### src/verilog/cpgrd_pkg.sv
// Constants, types and register map of the call-progress gain and ring delay block
package cpgrd_pkg;

	// Register offsets
	localparam logic [7:0] ADDR_RX_GAIN   = 8'h14;
	localparam logic [7:0] ADDR_TX_GAIN   = 8'h15;
	localparam logic [7:0] ADDR_RING_ONE  = 8'h16;
	localparam logic [7:0] ADDR_RING_TWO  = 8'h17;
	localparam logic [7:0] ADDR_STATUS    = 8'h18;

	// Reset values
	localparam logic [7:0] RX_GAIN_RST    = 8'h00;
	localparam logic [7:0] TX_GAIN_RST    = 8'h00;
	localparam logic [7:0] RING_ONE_RST   = 8'h96;
	localparam logic       DELAY_TOP_RST  = 1'b0;

	// Field positions
	localparam int DELAY_LO_MSB     = 7;
	localparam int DELAY_LO_LSB     = 6;
	localparam int MARGIN_MSB       = 5;
	localparam int DELAY_TOP_BIT    = 7;
	localparam int STAT_VALID_BIT   = 0;
	localparam int STAT_WAIT_BIT    = 1;
	localparam int STAT_SAT_BIT     = 2;

	// Data path widths
	localparam int SAMPLE_W         = 16;
	localparam int GAIN_W           = 8;
	localparam int GAIN_SHIFT       = 6;
	localparam int SCALED_W         = 18;
	localparam int SUM_W            = SCALED_W + 1;
	localparam int DELAY_CODE_W     = 3;

	// Timing: delay steps of 256 ms, counted in 1 ms ticks
	localparam int CLK_PERIOD_NS    = 8;
	localparam int MS_IN_NS         = 1000000;
	localparam int CYC_PER_MS       = MS_IN_NS / CLK_PERIOD_NS;
	localparam int RING_STEP_MS     = 256;
	localparam int MS_CNT_W         = 11;
	localparam int DIV_W            = 17;

	typedef struct packed {
		logic [GAIN_W-1:0] rx_gain;
		logic [GAIN_W-1:0] tx_gain;
		logic [7:0]        ring_ctrl_one;
		logic              delay_top;
	} cpgrd_regs_t;

	typedef enum logic [1:0] {
		RING_IDLE  = 2'b00,
		RING_WAIT  = 2'b01,
		RING_VALID = 2'b10
	} cpgrd_ring_state_t;

endpackage

### src/verilog/cpgrd_top.sv
// Call-progress monitor gain stage, ring delay timer and their registers
`timescale 1ns/1ns
module cpgrd_top
	import cpgrd_pkg::*;
#(
	parameter int unsigned MS_CYCLES = CYC_PER_MS
)
(
	// Clock and reset
	input  wire logic                       clk,
	input  wire logic                       rstn,
	// Register port
	input  wire logic [7:0]                 reg_addr,
	input  wire logic [7:0]                 reg_wdata,
	input  wire logic                       reg_wr,
	input  wire logic                       reg_rd,
	output logic [7:0]                      reg_rdata,
	// Monitor samples
	input  wire logic signed [SAMPLE_W-1:0] rx_monitor_in,
	input  wire logic signed [SAMPLE_W-1:0] tx_monitor_in,
	input  wire logic                       monitor_valid,
	// Monitor output
	output logic signed [SAMPLE_W-1:0]      call_progress_monitor_out,
	output logic                            call_progress_monitor_valid,
	// Ring validation
	input  wire logic                       ring_validated,
	output logic                            ring_valid,
	output logic [DELAY_CODE_W-1:0]         ring_delay_code,
	output logic [MARGIN_MSB:0]             ring_period_margin
);

	localparam logic [DIV_W-1:0] DIV_LAST = DIV_W'(MS_CYCLES - 1);
	localparam logic [SUM_W-1:0] SAT_MAX  = SUM_W'((1 << (SAMPLE_W - 1)) - 1);
	localparam logic [SUM_W-1:0] SAT_MIN  = SUM_W'(-(1 << (SAMPLE_W - 1)));

	cpgrd_regs_t regs;
	cpgrd_regs_t next_regs;

	cpgrd_ring_state_t ring_state;
	cpgrd_ring_state_t next_ring_state;

	logic                      sat_flag;
	logic                      scaled_valid;
	logic [DIV_W-1:0]          ms_div;
	logic [MS_CNT_W-1:0]       ms_elapsed;

	// Register decode
	wire logic                 wr_rx_gain;
	wire logic                 wr_tx_gain;
	wire logic                 wr_ring_one;
	wire logic                 wr_ring_two;
	wire logic                 wr_status;
	wire logic [7:0]           status_word;
	wire logic [7:0]           next_rdata;

	// Gain data path
	wire logic signed [SCALED_W-1:0] rx_scaled;
	wire logic signed [SCALED_W-1:0] tx_scaled;
	wire logic signed [SUM_W-1:0]    sum;
	wire logic                       sum_high;
	wire logic                       sum_low;
	wire logic signed [SAMPLE_W-1:0] next_monitor;

	// Ring delay
	wire logic [MS_CNT_W-1:0]  delay_target;
	wire logic                 delay_zero;
	wire logic                 delay_done;
	wire logic                 ms_tick;
	wire logic                 next_ring_valid;
	wire logic                 next_sat_flag;

	assign wr_rx_gain  = reg_wr && (reg_addr == ADDR_RX_GAIN);
	assign wr_tx_gain  = reg_wr && (reg_addr == ADDR_TX_GAIN);
	assign wr_ring_one = reg_wr && (reg_addr == ADDR_RING_ONE);
	assign wr_ring_two = reg_wr && (reg_addr == ADDR_RING_TWO);
	assign wr_status   = reg_wr && (reg_addr == ADDR_STATUS);

	assign next_regs.rx_gain       = wr_rx_gain  ? reg_wdata : regs.rx_gain;
	assign next_regs.tx_gain       = wr_tx_gain  ? reg_wdata : regs.tx_gain;
	assign next_regs.ring_ctrl_one = wr_ring_one ? reg_wdata : regs.ring_ctrl_one;
	assign next_regs.delay_top     = wr_ring_two ? reg_wdata[DELAY_TOP_BIT] : regs.delay_top;

	always_ff @(posedge clk) begin
		if (!rstn) begin
			regs.rx_gain       <= RX_GAIN_RST;
			regs.tx_gain       <= TX_GAIN_RST;
			regs.ring_ctrl_one <= RING_ONE_RST;
			regs.delay_top     <= DELAY_TOP_RST;
		end else begin
			regs <= next_regs;
		end
	end

	assign status_word = {5'h00,
		sat_flag,
		(ring_state == RING_WAIT),
		ring_valid};

	// Unmapped addresses read as zero
	assign next_rdata =
		!reg_rd                       ? 8'h00 :
		(reg_addr == ADDR_RX_GAIN)    ? regs.rx_gain :
		(reg_addr == ADDR_TX_GAIN)    ? regs.tx_gain :
		(reg_addr == ADDR_RING_ONE)   ? regs.ring_ctrl_one :
		(reg_addr == ADDR_RING_TWO)   ? {regs.delay_top, 7'h00} :
		(reg_addr == ADDR_STATUS)     ? status_word :
		8'h00;

	// Read data stand for exactly the cycle after the strobe
	always_ff @(posedge clk) begin
		if (!rstn) begin
			reg_rdata <= 8'h00;
		end else begin
			reg_rdata <= next_rdata;
		end
	end

	// Each path has its own instance of the same scaling module so their rounding matches
	cpgrd_scale u_rx_scale (
		.clk          (clk),
		.rstn         (rstn),
		.sample_in    (rx_monitor_in),
		.sample_valid (monitor_valid),
		.gain_code    (regs.rx_gain),
		.scaled       (rx_scaled)
	);

	cpgrd_scale u_tx_scale (
		.clk          (clk),
		.rstn         (rstn),
		.sample_in    (tx_monitor_in),
		.sample_valid (monitor_valid),
		.gain_code    (regs.tx_gain),
		.scaled       (tx_scaled)
	);

	// One extra bit keeps the sum exact before clipping
	assign sum      = SUM_W'(rx_scaled) + SUM_W'(tx_scaled);
	assign sum_high = (sum > $signed(SAT_MAX));
	assign sum_low  = (sum < $signed(SAT_MIN));
	assign next_monitor =
		sum_high ? SAMPLE_W'(SAT_MAX) :
		sum_low  ? SAMPLE_W'(SAT_MIN) :
		sum[SAMPLE_W-1:0];

	always_ff @(posedge clk) begin
		if (!rstn) begin
			scaled_valid <= 1'b0;
		end else begin
			scaled_valid <= monitor_valid;
		end
	end

	always_ff @(posedge clk) begin
		if (!rstn) begin
			call_progress_monitor_out   <= '0;
			call_progress_monitor_valid <= 1'b0;
		end else begin
			call_progress_monitor_valid <= scaled_valid;
			if (scaled_valid) begin
				call_progress_monitor_out <= next_monitor;
			end
		end
	end

	// Sticky clip flag; a clip in the clearing cycle keeps it set
	assign next_sat_flag = (scaled_valid && (sum_high || sum_low)) ||
		(sat_flag && !(wr_status && reg_wdata[STAT_SAT_BIT]));

	always_ff @(posedge clk) begin
		if (!rstn) begin
			sat_flag <= 1'b0;
		end else begin
			sat_flag <= next_sat_flag;
		end
	end

	// Ring delay code and timing
	assign ring_delay_code = {regs.delay_top,
		regs.ring_ctrl_one[DELAY_LO_MSB:DELAY_LO_LSB]};
	assign ring_period_margin = regs.ring_ctrl_one[MARGIN_MSB:0];

	// Each code step adds 256 ms, so the target is the code shifted up
	assign delay_target = MS_CNT_W'(ring_delay_code) *
		MS_CNT_W'(RING_STEP_MS);
	assign delay_zero   = (ring_delay_code == '0);
	assign delay_done   = (ms_elapsed >= delay_target);
	assign ms_tick      = (ring_state == RING_WAIT) && (ms_div == DIV_LAST);

	always_comb begin
		next_ring_state = ring_state;
		unique case (ring_state)
			RING_IDLE: begin
				if (ring_validated) begin
					next_ring_state = delay_zero ? RING_VALID : RING_WAIT;
				end
			end
			RING_WAIT: begin
				if (!ring_validated) begin
					next_ring_state = RING_IDLE;
				end else if (delay_done) begin
					next_ring_state = RING_VALID;
				end
			end
			RING_VALID: begin
				if (!ring_validated) begin
					next_ring_state = RING_IDLE;
				end
			end
			default: begin
				next_ring_state = RING_IDLE;
			end
		endcase
	end

	assign next_ring_valid = (next_ring_state == RING_VALID);

	always_ff @(posedge clk) begin
		if (!rstn) begin
			ring_state <= RING_IDLE;
			ring_valid <= 1'b0;
		end else begin
			ring_state <= next_ring_state;
			ring_valid <= next_ring_valid;
		end
	end

	// Millisecond divider runs only while waiting, so every wait starts at zero
	always_ff @(posedge clk) begin
		if (!rstn) begin
			ms_div     <= '0;
			ms_elapsed <= '0;
		end else if (ring_state != RING_WAIT) begin
			ms_div     <= '0;
			ms_elapsed <= '0;
		end else if (ms_tick) begin
			ms_div     <= '0;
			ms_elapsed <= ms_elapsed + MS_CNT_W'(1);
		end else begin
			ms_div     <= ms_div + DIV_W'(1);
		end
	end

endmodule

### src/verilog/cpgrd_scale.sv
// One monitor path: sample times gain code over 64, registered
`timescale 1ns/1ns
module cpgrd_scale
	import cpgrd_pkg::*;
(
	// Clock and reset
	input  wire logic                       clk,
	input  wire logic                       rstn,
	// Sample and gain
	input  wire logic signed [SAMPLE_W-1:0] sample_in,
	input  wire logic                       sample_valid,
	input  wire logic [GAIN_W-1:0]          gain_code,
	// Scaled result
	output logic signed [SCALED_W-1:0]      scaled
);

	localparam int PROD_W = SAMPLE_W + GAIN_W + 1;

	wire logic signed [PROD_W-1:0]   product;
	wire logic                       muted;
	wire logic signed [SCALED_W-1:0] next_scaled;

	// Gain code is unsigned, so it gets a zero sign bit before the signed multiply
	assign product     = sample_in * $signed({1'b0, gain_code});
	assign muted       = (gain_code == '0);
	// Arithmetic shift by six divides by 64; flooring keeps it cheap
	assign next_scaled = muted ? '0 : product[GAIN_SHIFT +: SCALED_W];

	always_ff @(posedge clk) begin
		if (!rstn) begin
			scaled <= '0;
		end else if (sample_valid) begin
			scaled <= next_scaled;
		end
	end

endmodule

### config.mk
export PLATFORM = sky130hd
export DESIGN_NAME = cpgrd_top
export DESIGN_NICKNAME = d
export VERILOG_FILES = /design/src/verilog/cpgrd_pkg.sv /design/src/verilog/cpgrd_top.sv /design/src/verilog/cpgrd_scale.sv
export SDC_FILE = /design/constraint.sdc
export NUM_CORES = 1
export LEC_CHECK = 0
export ABC_AREA = 1
export BUFFER_PORTS_ARGS = -buffer_cell sky130_fd_sc_hd__clkbuf_2
export CORE_MARGIN = 10
export CORE_UTILIZATION = 60
export CTS_CLUSTER_DIAMETER = 30
export CTS_CLUSTER_SIZE = 10
export DETAILED_ROUTE_END_ITERATION = 10
export PLACE_DENSITY = 0.78
export SLEW_MARGIN = 30
export SYNTH_ARGS = -nofsm -noshare
export SYNTH_HDL_FRONTEND = slang
export SYNTH_SLANG_ARGS = --single-unit
### constraint.sdc
create_clock -name clk -period 5.25 [get_ports clk]
set_input_delay 0.2625 -clock clk [delete_from_list [all_inputs] [get_ports clk]]
set_output_delay 0.2625 -clock clk [all_outputs]
set_load 0.02 [all_outputs]
# ---- Word level (Yosys, flattened, before mapping)
# Cells that the tools add are included.
dict set report classes {
  n_mux 15
  order_cmp 3
  bitwise 1
  n_reduce_logical 19
  add_sub_neg 3
  n_mul 2
  n_eq_ne 10
}
# op n
set ops {}
lappend ops {{$mul A16 B9 Y24} 2}
lappend ops {{$eq A8 B5 Y1 const B} 5}
lappend ops {{$mux W18} 2}
lappend ops {{$mux W16} 2}
lappend ops {{$mux W8} 4}
lappend ops {{$add A18 B18 Y19} 1}
lappend ops {{$gt A19 B16 Y1 const B} 1}
lappend ops {{$lt A19 B16 Y1 const B} 1}
lappend ops {{$add A17 B1 Y17 const B} 1}
lappend ops {{$eq A17 B17 Y1 const B} 1}
lappend ops {{$logic_not A8 Y1} 2}
lappend ops {{$add A11 B1 Y11 const B} 1}
lappend ops {{$ge A11 B11 Y1} 1}
lappend ops {{$mux W2} 5}
lappend ops {{$logic_and A1 B1 Y1} 9}
lappend ops {{$pmux W2 S3} 1}
lappend ops {{$eq A2 B2 Y1 const B} 2}
lappend ops {{$logic_not A3 Y1} 1}
lappend ops {{$mux W3} 1}
lappend ops {{$reduce_or A3 Y1} 1}
lappend ops {{$eq A2 B1 Y1 const B} 1}
lappend ops {{$logic_not A2 Y1} 1}
lappend ops {{$logic_or A1 B1 Y1} 2}
lappend ops {{$ne A2 B1 Y1 const B} 1}
lappend ops {{other kinds (4)} 4}
dict set report totals {
  inputBits 54
  register_bits 119
}

# ---- Logic depth before layout (Yosys ltp)
# Gate-level depths: netlist (run 1).
dict set report logic_depth {
  word_depth 6
  mapped_depth 24
}

# ---- By module
# A second synthesis (run 1) with hierarchy kept.
dict set report hier_totals {
  hier_cells 2211
  area_unflattened_um2 15675.0
}
# mod seq_area_each_um2 cells_each instances area_each_um2
set by_module_without_submodules {}
lappend by_module_without_submodules {{cpgrd_scale (u_rx_scale)} 360.3 769 1 5439.0}
lappend by_module_without_submodules {{cpgrd_scale (u_tx_scale)} 360.3 768 1 5432.7}
lappend by_module_without_submodules {cpgrd_top 1661.6 674 1 4803.4}

# ---- Worst setup path after synthesis (run 1)
# OpenSTA, ideal clock, no wires.
dict set report synth_timing {
  path_kind {register to register}
  start {register regs[22] (netlist name)}
  end {register u_rx_scale.scaled[9]}
  stages_incl_launch_ff 20
  arrival_ps 4411
  t_required_ps 5118
  path_buffers 2
  setup_slack_ps 707
  cell_sequence {dfxtp_1 -> clkbuf_1 -> clkbuf_1 -> nand2_1 -> fa_1 -> inv_1 -> fa_1 -> fa_1 -> inv_1 -> fa_1 -> inv_1 -> ha_1 -> nand2_1 -> nor2_1 -> nor2_1 -> o21bai_1 -> a21o_1 -> or2_2 -> nand3_1 -> a21oi_1}
}
dict set report synth_via {
  elab_chain_len 2
}
# item line_no
set synth_rtl {}
lappend synth_rtl {{start: declaration} cpgrd_top.sv:36} ;# cpgrd_regs_t regs;
lappend synth_rtl {{start signal: assignment} cpgrd_top.sv:90} ;# regs <= next_regs;
lappend synth_rtl {{$mul A16 B9 Y24 / $logic_not A8 Y1 (equally long branches)} {cpgrd_scale.sv:24, cpgrd_scale.sv:25}}
lappend synth_rtl {{$mux W18 (*)} cpgrd_scale.sv:27} ;# assign next_scaled = muted ? '0 : product[GAIN_SHIFT +: SCALED_W];
lappend synth_rtl {{end signal: assignment} cpgrd_scale.sv:33} ;# scaled <= next_scaled;
lappend synth_rtl {{end: declaration} cpgrd_scale.sv:14} ;# output logic signed [SCALED_W-1:0] scaled
# Every way passes the cells marked *; elsewhere a longest branch is shown, timed or not.
# A chain may end at the register's enable or synchronous reset.

# ---- Worst setup path in the final report (run 1)
dict set report layout_timing {
  start {register regs[13] (netlist name)}
  end {register u_tx_scale.scaled[9]}
}
dict set report layout_via {
  elab_chain_len 2
}
# item line_no
set layout_rtl {}
lappend layout_rtl {{$mul A16 B9 Y24 / $logic_not A8 Y1 (equally long branches)} {cpgrd_scale.sv:24, cpgrd_scale.sv:25}}
lappend layout_rtl {{$mux W18 (*)} cpgrd_scale.sv:27}
lappend layout_rtl {{end signal: assignment} cpgrd_scale.sv:33}
lappend layout_rtl {{end: declaration} cpgrd_scale.sv:14}
# Marks and branches as above.

==> impl_metrics.csv, run 1 <==
group,metric,value,unit
outcome,outcome,"finished clean",
placement,pre_cts_slack,0.257,ns
cts,cts-htree-levels,4,
worst_setup_path,r2r-start,"regs[13]",
synth,synth_adder_area_share,0.341,
synth,synth.area.mux_share,0,
synth,synth_top_area_share,0.254,
placement,dpl_cell_area,0.0163,sq mm
cts,post_cts_resized,0,
synth,synth-simple-area-share,0.238,
run,maxCapViolations,0,
worst_setup_path,crit_path_end_kind,"flip-flop",
power_and_ir_drop,power,2.24,mW
timing,fin_crit,4.91,ns
die,fp-row-count,59,
synth,synth_nets,2607,
cts,cts_setup_buffers,0,
worst_setup_path,cp.arrival,5.19,ns
timing,slew_violations,0,
worst_setup_path,worstRegToRegCells,16,
worst_setup_path,crit_path_start_kind,"flip-flop",
timing,worst_pin_slew,0.886,ns
synth,syn_area,0.0157,sq mm
synth,ys_seq_area_frac,0.152,
cts,cts_tree,"done",
routing,drt_iter0_drc,916,
min_path,holdPathStages,3,
placement,place_hpwl,31700,um
layout,drive_gt1_frac,0.0883,
worst_setup_path,r2r_slack,0.34,ns
power_and_ir_drop,p_per_area,133,mW/mm^2
routing,detail-route-antenna-nets,0,
min_path,hold_path.class,"input pin to flip-flop",
routing,wl,38700,um
synth,synthTopCellsByArea,"fa_1 25%, dfxtp_1 15%, nand2_1 13%",
global_route,grt_max_degree,49,
timing,hold_violations,0,
cts,hold_buffers,0,
timing,worst_slack,0.342,ns
timing,timing.fmax,0.204,GHz
layout,stdcell_count,2622,
synth,synth_top_family_by_area,"adder cells",
worst_setup_path,path_max_fanout,18,
die,start_util,0.606,
placement,io_buffers,88,
die,core,0.0259,sq mm
layout,area_growth,7.32,%
die,fp.dieW,182,um
worst_setup_path,worst-setup-path-type,"flip-flop to flip-flop",
synth,synthXorXnorAreaFrac,0.0173,
synth,yosysWarnings,0,
synth,synth_cells,2244,
synth,yosys_register_bits,119,
routing,drc_errors,0,
routing,dr.pass1.iters,5,
cts,cts.reportedPaths.clkPinSlew,0.07,ns
worst_setup_path,r2r-end,"u_tx_scale.scaled[9]",
cts,clock_path_buffers,2,
layout,design_area,0.0168,sq mm
synth,yosysUniqueCellTypes,50,
cts,clock_latency,0.43,ns
timing,max_slew_margin,0.409,
global_route,grt_pass1_vias,14200,
power_and_ir_drop,ir_drop,0.173,mV
die,die_h,182,um
die,io_pins,89,
timing,rsz0062_at_grt,"no",
global_route,grt.overflow.total,0,
timing,whs,0.0637,ns
global_route,antenna_found_initial,0,
cts,cts_root_buf,"clkbuf_16",
routing,via_per_inst,5.26,
layout,fillers,2340,
timing,setup_tns,0,ns
worst_setup_path,worstPathRequired,5.53,ns
synth,syn_avg_cell_area,7.00,sq um
timing,setup_viol,0,
timing,skew,0.0180,ns
min_path,hold_end,"scaled_valid",
power_and_ir_drop,leakagePower,9.38,nW
placement,place_congestion,0.975,
layout,n_antenna_cell,0,
cts,clkSinkCount,119,
cts,cts_buffers,17,
die,dieArea,0.0330,sq mm
routing,vias,13800,
placement,post-place-cells,2590,
global_route,grt_pass1_wl,66900,um
global_route,grtUsageTotal,0.239,
synth,synth_compound_area_frac,0.0917,
min_path,hp-start,"monitor_valid",
layout,post-route-util,0.650,
timing,fin_crit_sh,0.935,
layout,finalNetCount,2637,
synth,yosys.area.top_type,"fa_1",
routing,wl_per_cell,14.8,um
layout make-up:
cell class,count,area [sq um],share of cell area
clock buffer,17,425,0.0253
timing repair buffer,105,568,0.0337
multi-input combinational,1479,10800,0.642
inverter,552,2070,0.123
tap,335,419,0.0249
clock inverter,15,158,0.00936
sequential,119,2390,0.142
worst max-delay path: stages (launching register included):
cell and delay [ns]:
dfxtp_1 0.83, nand2_1 0.16, fa_1 0.53, fa_1 0.56, inv_1 0.05, fa_1 0.47, inv_1 0.05, fa_1 0.49
inv_1 0.05, ha_1 0.34, a21oi_1 0.21, o21ai_0 0.15, a21oi_1 0.27, o21ai_0 0.17, or2_2 0.30, nand3_1 0.07
a21oi_1 0.06
cell usage in the layout (no fill, tap or decap), types with 4 or more instances in the layout:
cell	instances
nor4_1	12
o21ai_0	65
ha_1	110
inv_2	7
nor2_1	128
nor2_2	4
buf_4	17
o22ai_1	4
or2_2	16
clkbuf_16	17
a21oi_2	10
xnor2_1	16
nand3b_1	16
inv_1	545
nand2_1	562
nor3b_1	7
a31oi_1	6
nor3_1	21
a21oi_1	138
nand4_1	13
nand2_2	7
fa_1	199
inv_6	7
o211ai_1	4
a21o_1	7
dfxtp_1	112
dfxtp_2	7
nand3_1	81
xor2_1	15
clkbuf_2	88
worst max-delay path by stage:
stage                                        to  depth (start not counted)  startpoint
after floorplan            u_rx_scale.scaled[9]                         19    regs[22]
after global placement    u_rx_scale.scaled[17]                         19    regs[20]
after detailed placement  u_rx_scale.scaled[17]                         18    regs[20]
after CTS                 u_rx_scale.scaled[17]                         18    regs[20]
after global routing      u_rx_scale.scaled[17]                         18    regs[20]
final                      u_tx_scale.scaled[9]                         16    regs[13]
synth_stat cells, drive strengths merged:
library cell  number
nor3              25
nand4             13
inv              552
o2111ai            1
ha               110
a221oi             3
nor3b              8
a21oi            148
o21ai             69
xnor2             16
clkbuf            51
o211ai             4
o21a               3
o21bai             3
o22ai              4
o31ai              1
buf               43
a41oi              2
a21boi             3
a211oi             3
xor2              15
nand3             83
fa               199
or2               17
nand3b            16
o31a               1
a21o               7
nor4              13
and3               2
nor2             134
a31oi              6
dfxtp            119
nand2            570
logic make-up after synthesis:
group	count (synthesis)
AO/OA/AOI/OAI	258
adder cells (fa/ha/maj)	309
buffers and inverters	646
AND/OR/NAND/NOR	881
XOR/XNOR	31
flip-flops	119
flip-flops by register name (all words and copies together) (netlist names), 2 cells and up:
register and cells:
ms_elapsed 11, ring_delay_code 3, u_rx_scale.scaled 18, ms_div 17
ring_period_margin 6, call_progress_monitor_out 16, reg_rdata 8, regs 16
ring_state 2, u_tx_scale.scaled 18
power breakdown:
part | switching [mW] | internal [mW] | leakage (nW) | total (mW)
sequential | 0.00764 | 0.912 | 0.965 | 0.920
combinational | 0.102 | 0.0391 | 8.13 | 0.141
clock | 0.510 | 0.672 | 0.282 | 1.18
total | 0.619 | 1.62 | 9.38 | 2.24
per-layer routing:
metal  vias to the layer above  track usage  wire length (um)  share of wire
met2                       441        0.407             18700           0.48
li1                       6793            -                 -              -
met3                        68       0.0378              2260          0.058
met5                         -            0                 0              0
met4                         0       0.0664               739          0.019
met1                      6490        0.309             17000           0.44
(Power assumes the default switching activity.)
==> run 2, diff against run 1 <==
- CORE_UTILIZATION: 60 -> 45
- PLACE_DENSITY: 0.78 -> 0.61
==> run 2 against run 1 <==
Net effect:
- total power up 0.70%
- flip-flop and latch count is the same
- critical endpoint is now u_rx_scale.scaled[9]
- largest power group unchanged
- highest routed layer unchanged
- sequential share of layout area decreased by 0.17 points
- wire length fell by 1.2%
==> impl_metrics.csv, run 2 (synthesis gave the netlist of run 1 again) <==
group,metric,value,unit
outcome,outcome,"finished clean",
die,fp-row-count,68,
die,dieArea,0.0428,sq mm
cts,clock_latency,0.42,ns
layout,top_regs,"u_rx_scale.scaled (18), u_tx_scale.scaled (18), ms_div (17)",
cts,cts_root_buf,"clkbuf_16",
worst_setup_path,cp.arrival,5.22,ns
placement,post-place-cells,2709,
layout,drive_gt1_frac,0.0849,
cts,cts.reportedPaths.clkPinSlew,0.06,ns
timing,fin_crit,4.94,ns
cts,cts-htree-levels,4,
worst_setup_path,cp_num_buf_inv,3,
worst_setup_path,worstPathRequired,5.53,ns
placement,pre_cts_slack,0.272,ns
die,fp.dieW,207,um
timing,slew_violations,0,
layout,multi_input_area,0.0108,sq mm
worst_setup_path,critPathMostFrequentCell,"fa_1",
global_route,grt_pass1_wl,65200,um
placement,place_hpwl,32000,um
die,io_pins,89,
cts,cts_buffers,17,
power_and_ir_drop,swShare,0.249,
layout,area_growth,8.30,%
power_and_ir_drop,p_per_area,133,mW/mm^2
routing,wl_per_cell,13.9,um
cts,cts_setup_buffers,0,
worst_setup_path,crit_path_start_kind,"flip-flop",
layout,fillers,3538,
worst_setup_path,cpPeakStageDelay,0.71,ns
worst_setup_path,r2r-end,"u_rx_scale.scaled[9]",
global_route,grt_pass1_vias,13500,
power_and_ir_drop,p_int,1.70,mW
worst_setup_path,path_max_fanout,18,
placement,place_congestion,0.899,
timing,worst_pin_slew,0.899,ns
timing,rsz0062_at_grt,"no",
layout,n_antenna_cell,0,
worst_setup_path,worstRegToRegCells,17,
layout,seqCellArea,0.00238,sq mm
die,die_h,207,um
global_route,grtUsageTotal,0.185,
global_route,grt.overflow.total,0,
worst_setup_path,worst-setup-path-type,"flip-flop to flip-flop",
global_route,grt_max_degree,48,
timing,skew,0.0112,ns
power_and_ir_drop,p_clk_frac,0.530,
placement,io_buffers,88,
min_path,hold_path.class,"input pin to flip-flop",
power_and_ir_drop,leakagePower,9.38,nW
timing,fin_crit_sh,0.941,
min_path,hold_end,"scaled_valid",
min_path,hp-start,"monitor_valid",
routing,via_per_inst,4.87,
cts,cts_tree,"done",
cts,clock_path_buffers,2,
routing,drt_iter0_drc,774,
timing,timing.fmax,0.202,GHz
min_path,holdPathStages,3,
routing,drc_errors,0,
worst_setup_path,cp_top_family,"adder cells",
routing,detail-route-antenna-nets,0,
worst_setup_path,r2r-start,"regs[22]",
run,maxCapViolations,0,
cts,clkSinkCount,119,
routing,dr.pass1.iters,7,
power_and_ir_drop,ir_drop,0.245,mV
worst_setup_path,crit_slowest_cell,"dfxtp_1",
layout,post-route-util,0.493,
worst_setup_path,crit_chain,"nand2_1, fa_1, fa_1, inv_1, fa_1, inv_1, fa_1, inv_1, ha_1, a21oi_1, nor2_1, nor2_1, o21bai_1, a21o_1, or2_2, nand3_1, a21oi_1",
worst_setup_path,r2r_slack,0.31,ns
timing,hold_violations,0,
global_route,antenna_found_initial,0,
power_and_ir_drop,p_comb_frac,0.062,
timing,setup_viol,0,
power_and_ir_drop,p_seq_frac,0.408,
routing,wl,38200,um
layout,finalNetCount,2636,
timing,setup_tns,0,ns
layout,stdcell_count,2741,
timing,max_slew_margin,0.395,
power_and_ir_drop,p_switching,0.562,mW
die,core,0.0345,sq mm
worst_setup_path,crit_path_end_kind,"flip-flop",
die,start_util,0.456,
layout,final_cell_mix,"562 x nand2_1, 545 x inv_1, 199 x fa_1",
timing,worst_slack,0.311,ns
routing,vias,13300,
layout,layout_commonest_cell,"nand2_1",
==> run 2: cell count changes in the layout (fill, tap and decap cells not counted), sizes merged <==
cell / before / now
inv: 562 / 557
clkbuf: 105 / 109
buf: 17 / 16
bufinv: 1 / 2
==> run 2: layer usage <==
| metal | track usage | up-vias | part of all wire |
|---|---|---|---|
| li1 | - | 6788 | - |
| met1 | 0.250 | 6253 | 0.48 |
| met2 | 0.298 | 261 | 0.45 |
| met3 | 0.0357 | 42 | 0.048 |
| met4 | 0.0463 | 0 | 0.018 |
| met5 | 0 | - | 0 |
==> run 2: layout make-up <==
type                    count  share of cell area
clock buffers              21              0.0277
clock inverters            11             0.00802
well taps                 455              0.0335
repair buffers            104              0.0330
inverters                 552               0.122
multi-input cells        1479               0.636
flip-flops and latches    119               0.140
==> run 2: timing repair <==
action | CTS | global route
endpoints found under the setup margin | 0 | 2
gates resized for setup | 0 | 2
hold buffers | 0 | 0
hold endpoints to repair | 0 | 0
==> run 2: worst max-delay path by stage <==
stage / startpoint / endpoint / slack (ns) / depth (start not counted)
2_1_floorplan: regs[22] / u_rx_scale.scaled[9] / 0.71 / 19
3_3_place_gp: regs[9] / u_tx_scale.scaled[16] / 0.32 / 16
3_5_place_dp: regs[9] / u_tx_scale.scaled[16] / 0.27 / 16
4_1_cts: regs[9] / u_tx_scale.scaled[16] / 0.25 / 16
5_1_grt: regs[14] / u_tx_scale.scaled[9] / 0.01 / 16
6_report: regs[22] / u_rx_scale.scaled[9] / 0.31 / 17
==> run 2: stage by stage <==
step	power [mW]	hold slack [ns]	instance area, sq um
floorplan	1.02	0.356	15700
global placement	1.08	0.434	16400
detailed placement	1.08	0.451	16400
CTS	2.28	0.0262	17000
global route	2.34	0.0527	17000
finish	2.26	0.0464	17000
==> run 2: power by group through the flow <==
stage | Sequential (mW) | Clock, mW | Combinational, mW
after floorplan | 0.946 | 0 | 0.0785
after global placement | 0.940 | 0 | 0.140
after detailed placement | 0.940 | 0 | 0.141
after CTS | 0.921 | 1.22 | 0.142
after global routing | 0.922 | 1.26 | 0.157
final | 0.921 | 1.20 | 0.140
==> run 2: worst reg2reg max path, cell delays in order (launching register included) <==
cell	delay, ns
dfxtp_1	0.71
nand2_1	0.21
fa_1	0.57
fa_1	0.50
inv_1	0.05
fa_1	0.53
inv_1	0.05
fa_1	0.53
inv_1	0.04
ha_1	0.37
a21oi_1	0.23
nor2_1	0.06
nor2_1	0.20
o21bai_1	0.15
a21o_1	0.18
or2_2	0.27
nand3_1	0.09
a21oi_1	0.07
==> run 3, diff against run 2 <==
- ABC_AREA: 1 -> 0
==> run 3 against run 2 <==
Net effect:
- worst setup slack worse by 0.020 ns
- largest power group unchanged
- design area decreased by 7.7%
- wire length decreased by 15%
- critical endpoint is now u_tx_scale.scaled[17]
- sequential power about the same
- clock-buffer cell count down 1
- combinational power is 10% lower
- sequential share of layout area increased by 1.3 points
- non-clock buffer count rose by 35
==> impl_metrics.csv, run 3 <==
group,metric,value,unit
power_and_ir_drop,ir_drop,0.195,mV
synth,synth_cells,1649,
routing,vias,10800,
timing,rsz0062_at_grt,"yes",
routing,via_per_inst,5.04,
layout,n_antenna_cell,0,
timing,fin_crit,4.96,ns
global_route,grt_max_degree,42,
worst_setup_path,cp-startpoint,"regs[12]",
routing,drc_errors,0,
min_path,hp-start,"ring_validated",
synth,synth_top_area_share,0.283,
cts,cts_root_buf,"clkbuf_16",
timing,fin_crit_sh,0.945,
worst_setup_path,crit_chain,"buf_4, and2_1, fa_1, fa_1, inv_1, fa_1, fa_1, inv_1, ha_1, o21a_1, o2111ai_1, nor3_1, a211oi_1, buf_4, a311oi_2, and4_1, a2111oi_1, xnor2_1, o21ai_0",
synth,yosysMostFrequentCell,"inv_1",
synth,yosys.area.top_type,"fa_1",
worst_setup_path,critPathMostFrequentCell,"fa_1",
placement,place_hpwl,26500,um
layout,design_area,0.0157,sq mm
die,fp-row-count,64,
global_route,antenna_found_initial,0,
routing,detail-route-antenna-nets,0,
min_path,hold_path.class,"input pin to flip-flop",
timing,worst_pin_slew,0.892,ns
layout,top_regs,"u_rx_scale.scaled (18), u_tx_scale.scaled (18), ms_div (17)",
global_route,grt_pass1_vias,11500,
global_route,met2_usage,0.292,
layout,area_growth,11.6,%
synth,yosys_register_bits,119,
layout,final_cell_mix,"321 x inv_1, 199 x fa_1, 194 x nand2_1",
die,start_util,0.458,
die,dieArea,0.0387,sq mm
timing,timing.fmax,0.202,GHz
placement,place_congestion,0.845,
die,fp.dieW,197,um
placement,io_buffers,88,
synth,synthTopCellsByCount,"321 x inv_1, 199 x fa_1, 194 x nand2_1, 119 x dfxtp_1, 118 x and2_1",
worst_setup_path,crit_slowest_cell,"fa_1",
cts,cts.reportedPaths.clkPinSlew,0.06,ns
global_route,grtUsageMet1,0.230,
cts,hold_buffers,0,
cts,cts-htree-levels,4,
routing,wl_per_cell,15.0,um
layout,layout_commonest_cell,"inv_1",
power_and_ir_drop,leakagePower,7.86,nW
worst_setup_path,r2r-start,"regs[12]",
power_and_ir_drop,p_per_area,134,mW/mm^2
global_route,grtUsageTotal,0.174,
timing,skew,0.0210,ns
timing,hold_violations,0,
synth,yosysWarnings,0,
layout,drive_gt1_frac,0.112,
worst_setup_path,worstPathRequired,5.55,ns
worst_setup_path,worst-setup-path-type,"flip-flop to flip-flop",
routing,wl,32300,um
cts,clock_latency,0.43,ns
worst_setup_path,crit_path_end_kind,"flip-flop",
die,core,0.0307,sq mm
worst_setup_path,cp.arrival,5.26,ns
worst_setup_path,path_max_fanout,13,
worst_setup_path,crit_path_start_kind,"flip-flop",
global_route,gr-usage-met3,0.0316,
cts,cts_setup_buffers,0,
min_path,holdPathStages,3,
placement,dpl_cell_area,0.0151,sq mm
cts,clock_path_buffers,2,
synth,yosysUniqueCellTypes,70,
die,io_pins,89,
synth,synth_edf_count,0,
synth,synth_nets,2012,
timing,whs,0.123,ns
global_route,grt.busiest_layer,"met2",
cts,cts_buffers,17,
routing,dr.pass1.iters,5,
synth,syn_area,0.0141,sq mm
synth,syn_avg_cell_area,8.53,sq um
outcome,outcome,"finished clean",
timing,max_slew_margin,0.403,
cts,cts_tree,"done",
worst_setup_path,cpPeakStageDelay,0.49,ns
timing,setup_viol,0,
synth,ys_seq_area_frac,0.169,
synth,synthTopCellsByArea,"fa_1 28%, dfxtp_1 17%, ha_1 9.8%",
global_route,grt.overflow.total,0,
worst_setup_path,worstRegToRegCells,19,
routing,drt_iter0_drc,503,
cts,clkSinkCount,119,
timing,slew_violations,0,
run,maxCapViolations,0,
synth,yosys_most_used_dff,"dfxtp_1",
placement,post-place-cells,2121,
die,die_h,197,um
layout,stdcell_count,2150,
global_route,grt_pass1_wl,55800,um
layout,finalNetCount,2107,
synth,synthArstFlopShare,0,
[run 3: changes by cell type after synthesis, sizes merged, moves of 29 or more]
cell and change:
inv -231, a21oi -90, and2 +118, nand3 -61
nand2 -376, xnor2 +29
[run 3: final timing paths]
path                                         endpoint  slack, ns
worst max register to register  u_tx_scale.scaled[17]       0.29
worst min-delay path                       ring_valid       0.12
worst max-delay path            u_tx_scale.scaled[17]       0.29
worst min register to register              ms_div[0]       0.45
[run 3: cell type report]
type / count / area (sq um)
Multi-Input combinational cell: 1144 / 10200
Clock buffer: 20 / 447
Tap cell: 396 / 495
Inverter: 323 / 1210
Fill cell: 2966 / 15000
Sequential cell: 119 / 2400
Clock inverter: 9 / 81.3
Timing Repair Buffer: 139 / 848
[run 3: critical path: cells and delay by family (launching register included)]
family	cells	cell delay (ns)
compound gates	6	1.22
xor+xnor	1	0.17
fa+ha+maj	5	2.16
buf+inv	4	0.42
flops	1	0.40
simple gates	3	0.45
[run 3: per-layer routing]
| layer | up-vias | wire length [um] |
|---|---|---|
| met5 | - | 0 |
| met2 | 184 | 15700 |
| met3 | 30 | 1210 |
| met4 | 0 | 422 |
| met1 | 5299 | 15000 |
| li1 | 5319 | - |
[run 3: cells by family (layout without fill, tap and decap cells)]
group,after synthesis,count (layout),share of synthesized area
simple gates,537,537,0.187
buf+inv,386,491,0.106
fa+ha+maj,309,309,0.381
compound gates,200,200,0.0934
flops,119,119,0.169
xor+xnor,75,75,0.0467
mux,23,23,0.0164
[run 3: repair_timing]
item,CTS,global route
pin swaps,0,0
resized for setup,1,16
setup endpoints to repair,1,15
[run 3: report_power, final]
part	internal, mW	switching [mW]	total (mW)
Clock	0.650	0.409	1.06
Sequential	0.911	0.00800	0.919
Combinational	0.0359	0.0899	0.126
[run 3: stage by stage]
step / utilization / setup slack, ns / power (mW) / TNS [ns]
after detailed placement: 0.493 / 0.0320 / 1.07 / 0
after global routing: 0.512 / -0.0120 / 2.18 / -0.0120
final: 0.512 / 0.291 / 2.10 / 0
after global placement: 0.493 / 0.101 / 1.06 / 0
after CTS: 0.511 / 0.0189 / 2.13 / 0
after floorplan: - / 0.102 / 0.988 / 0
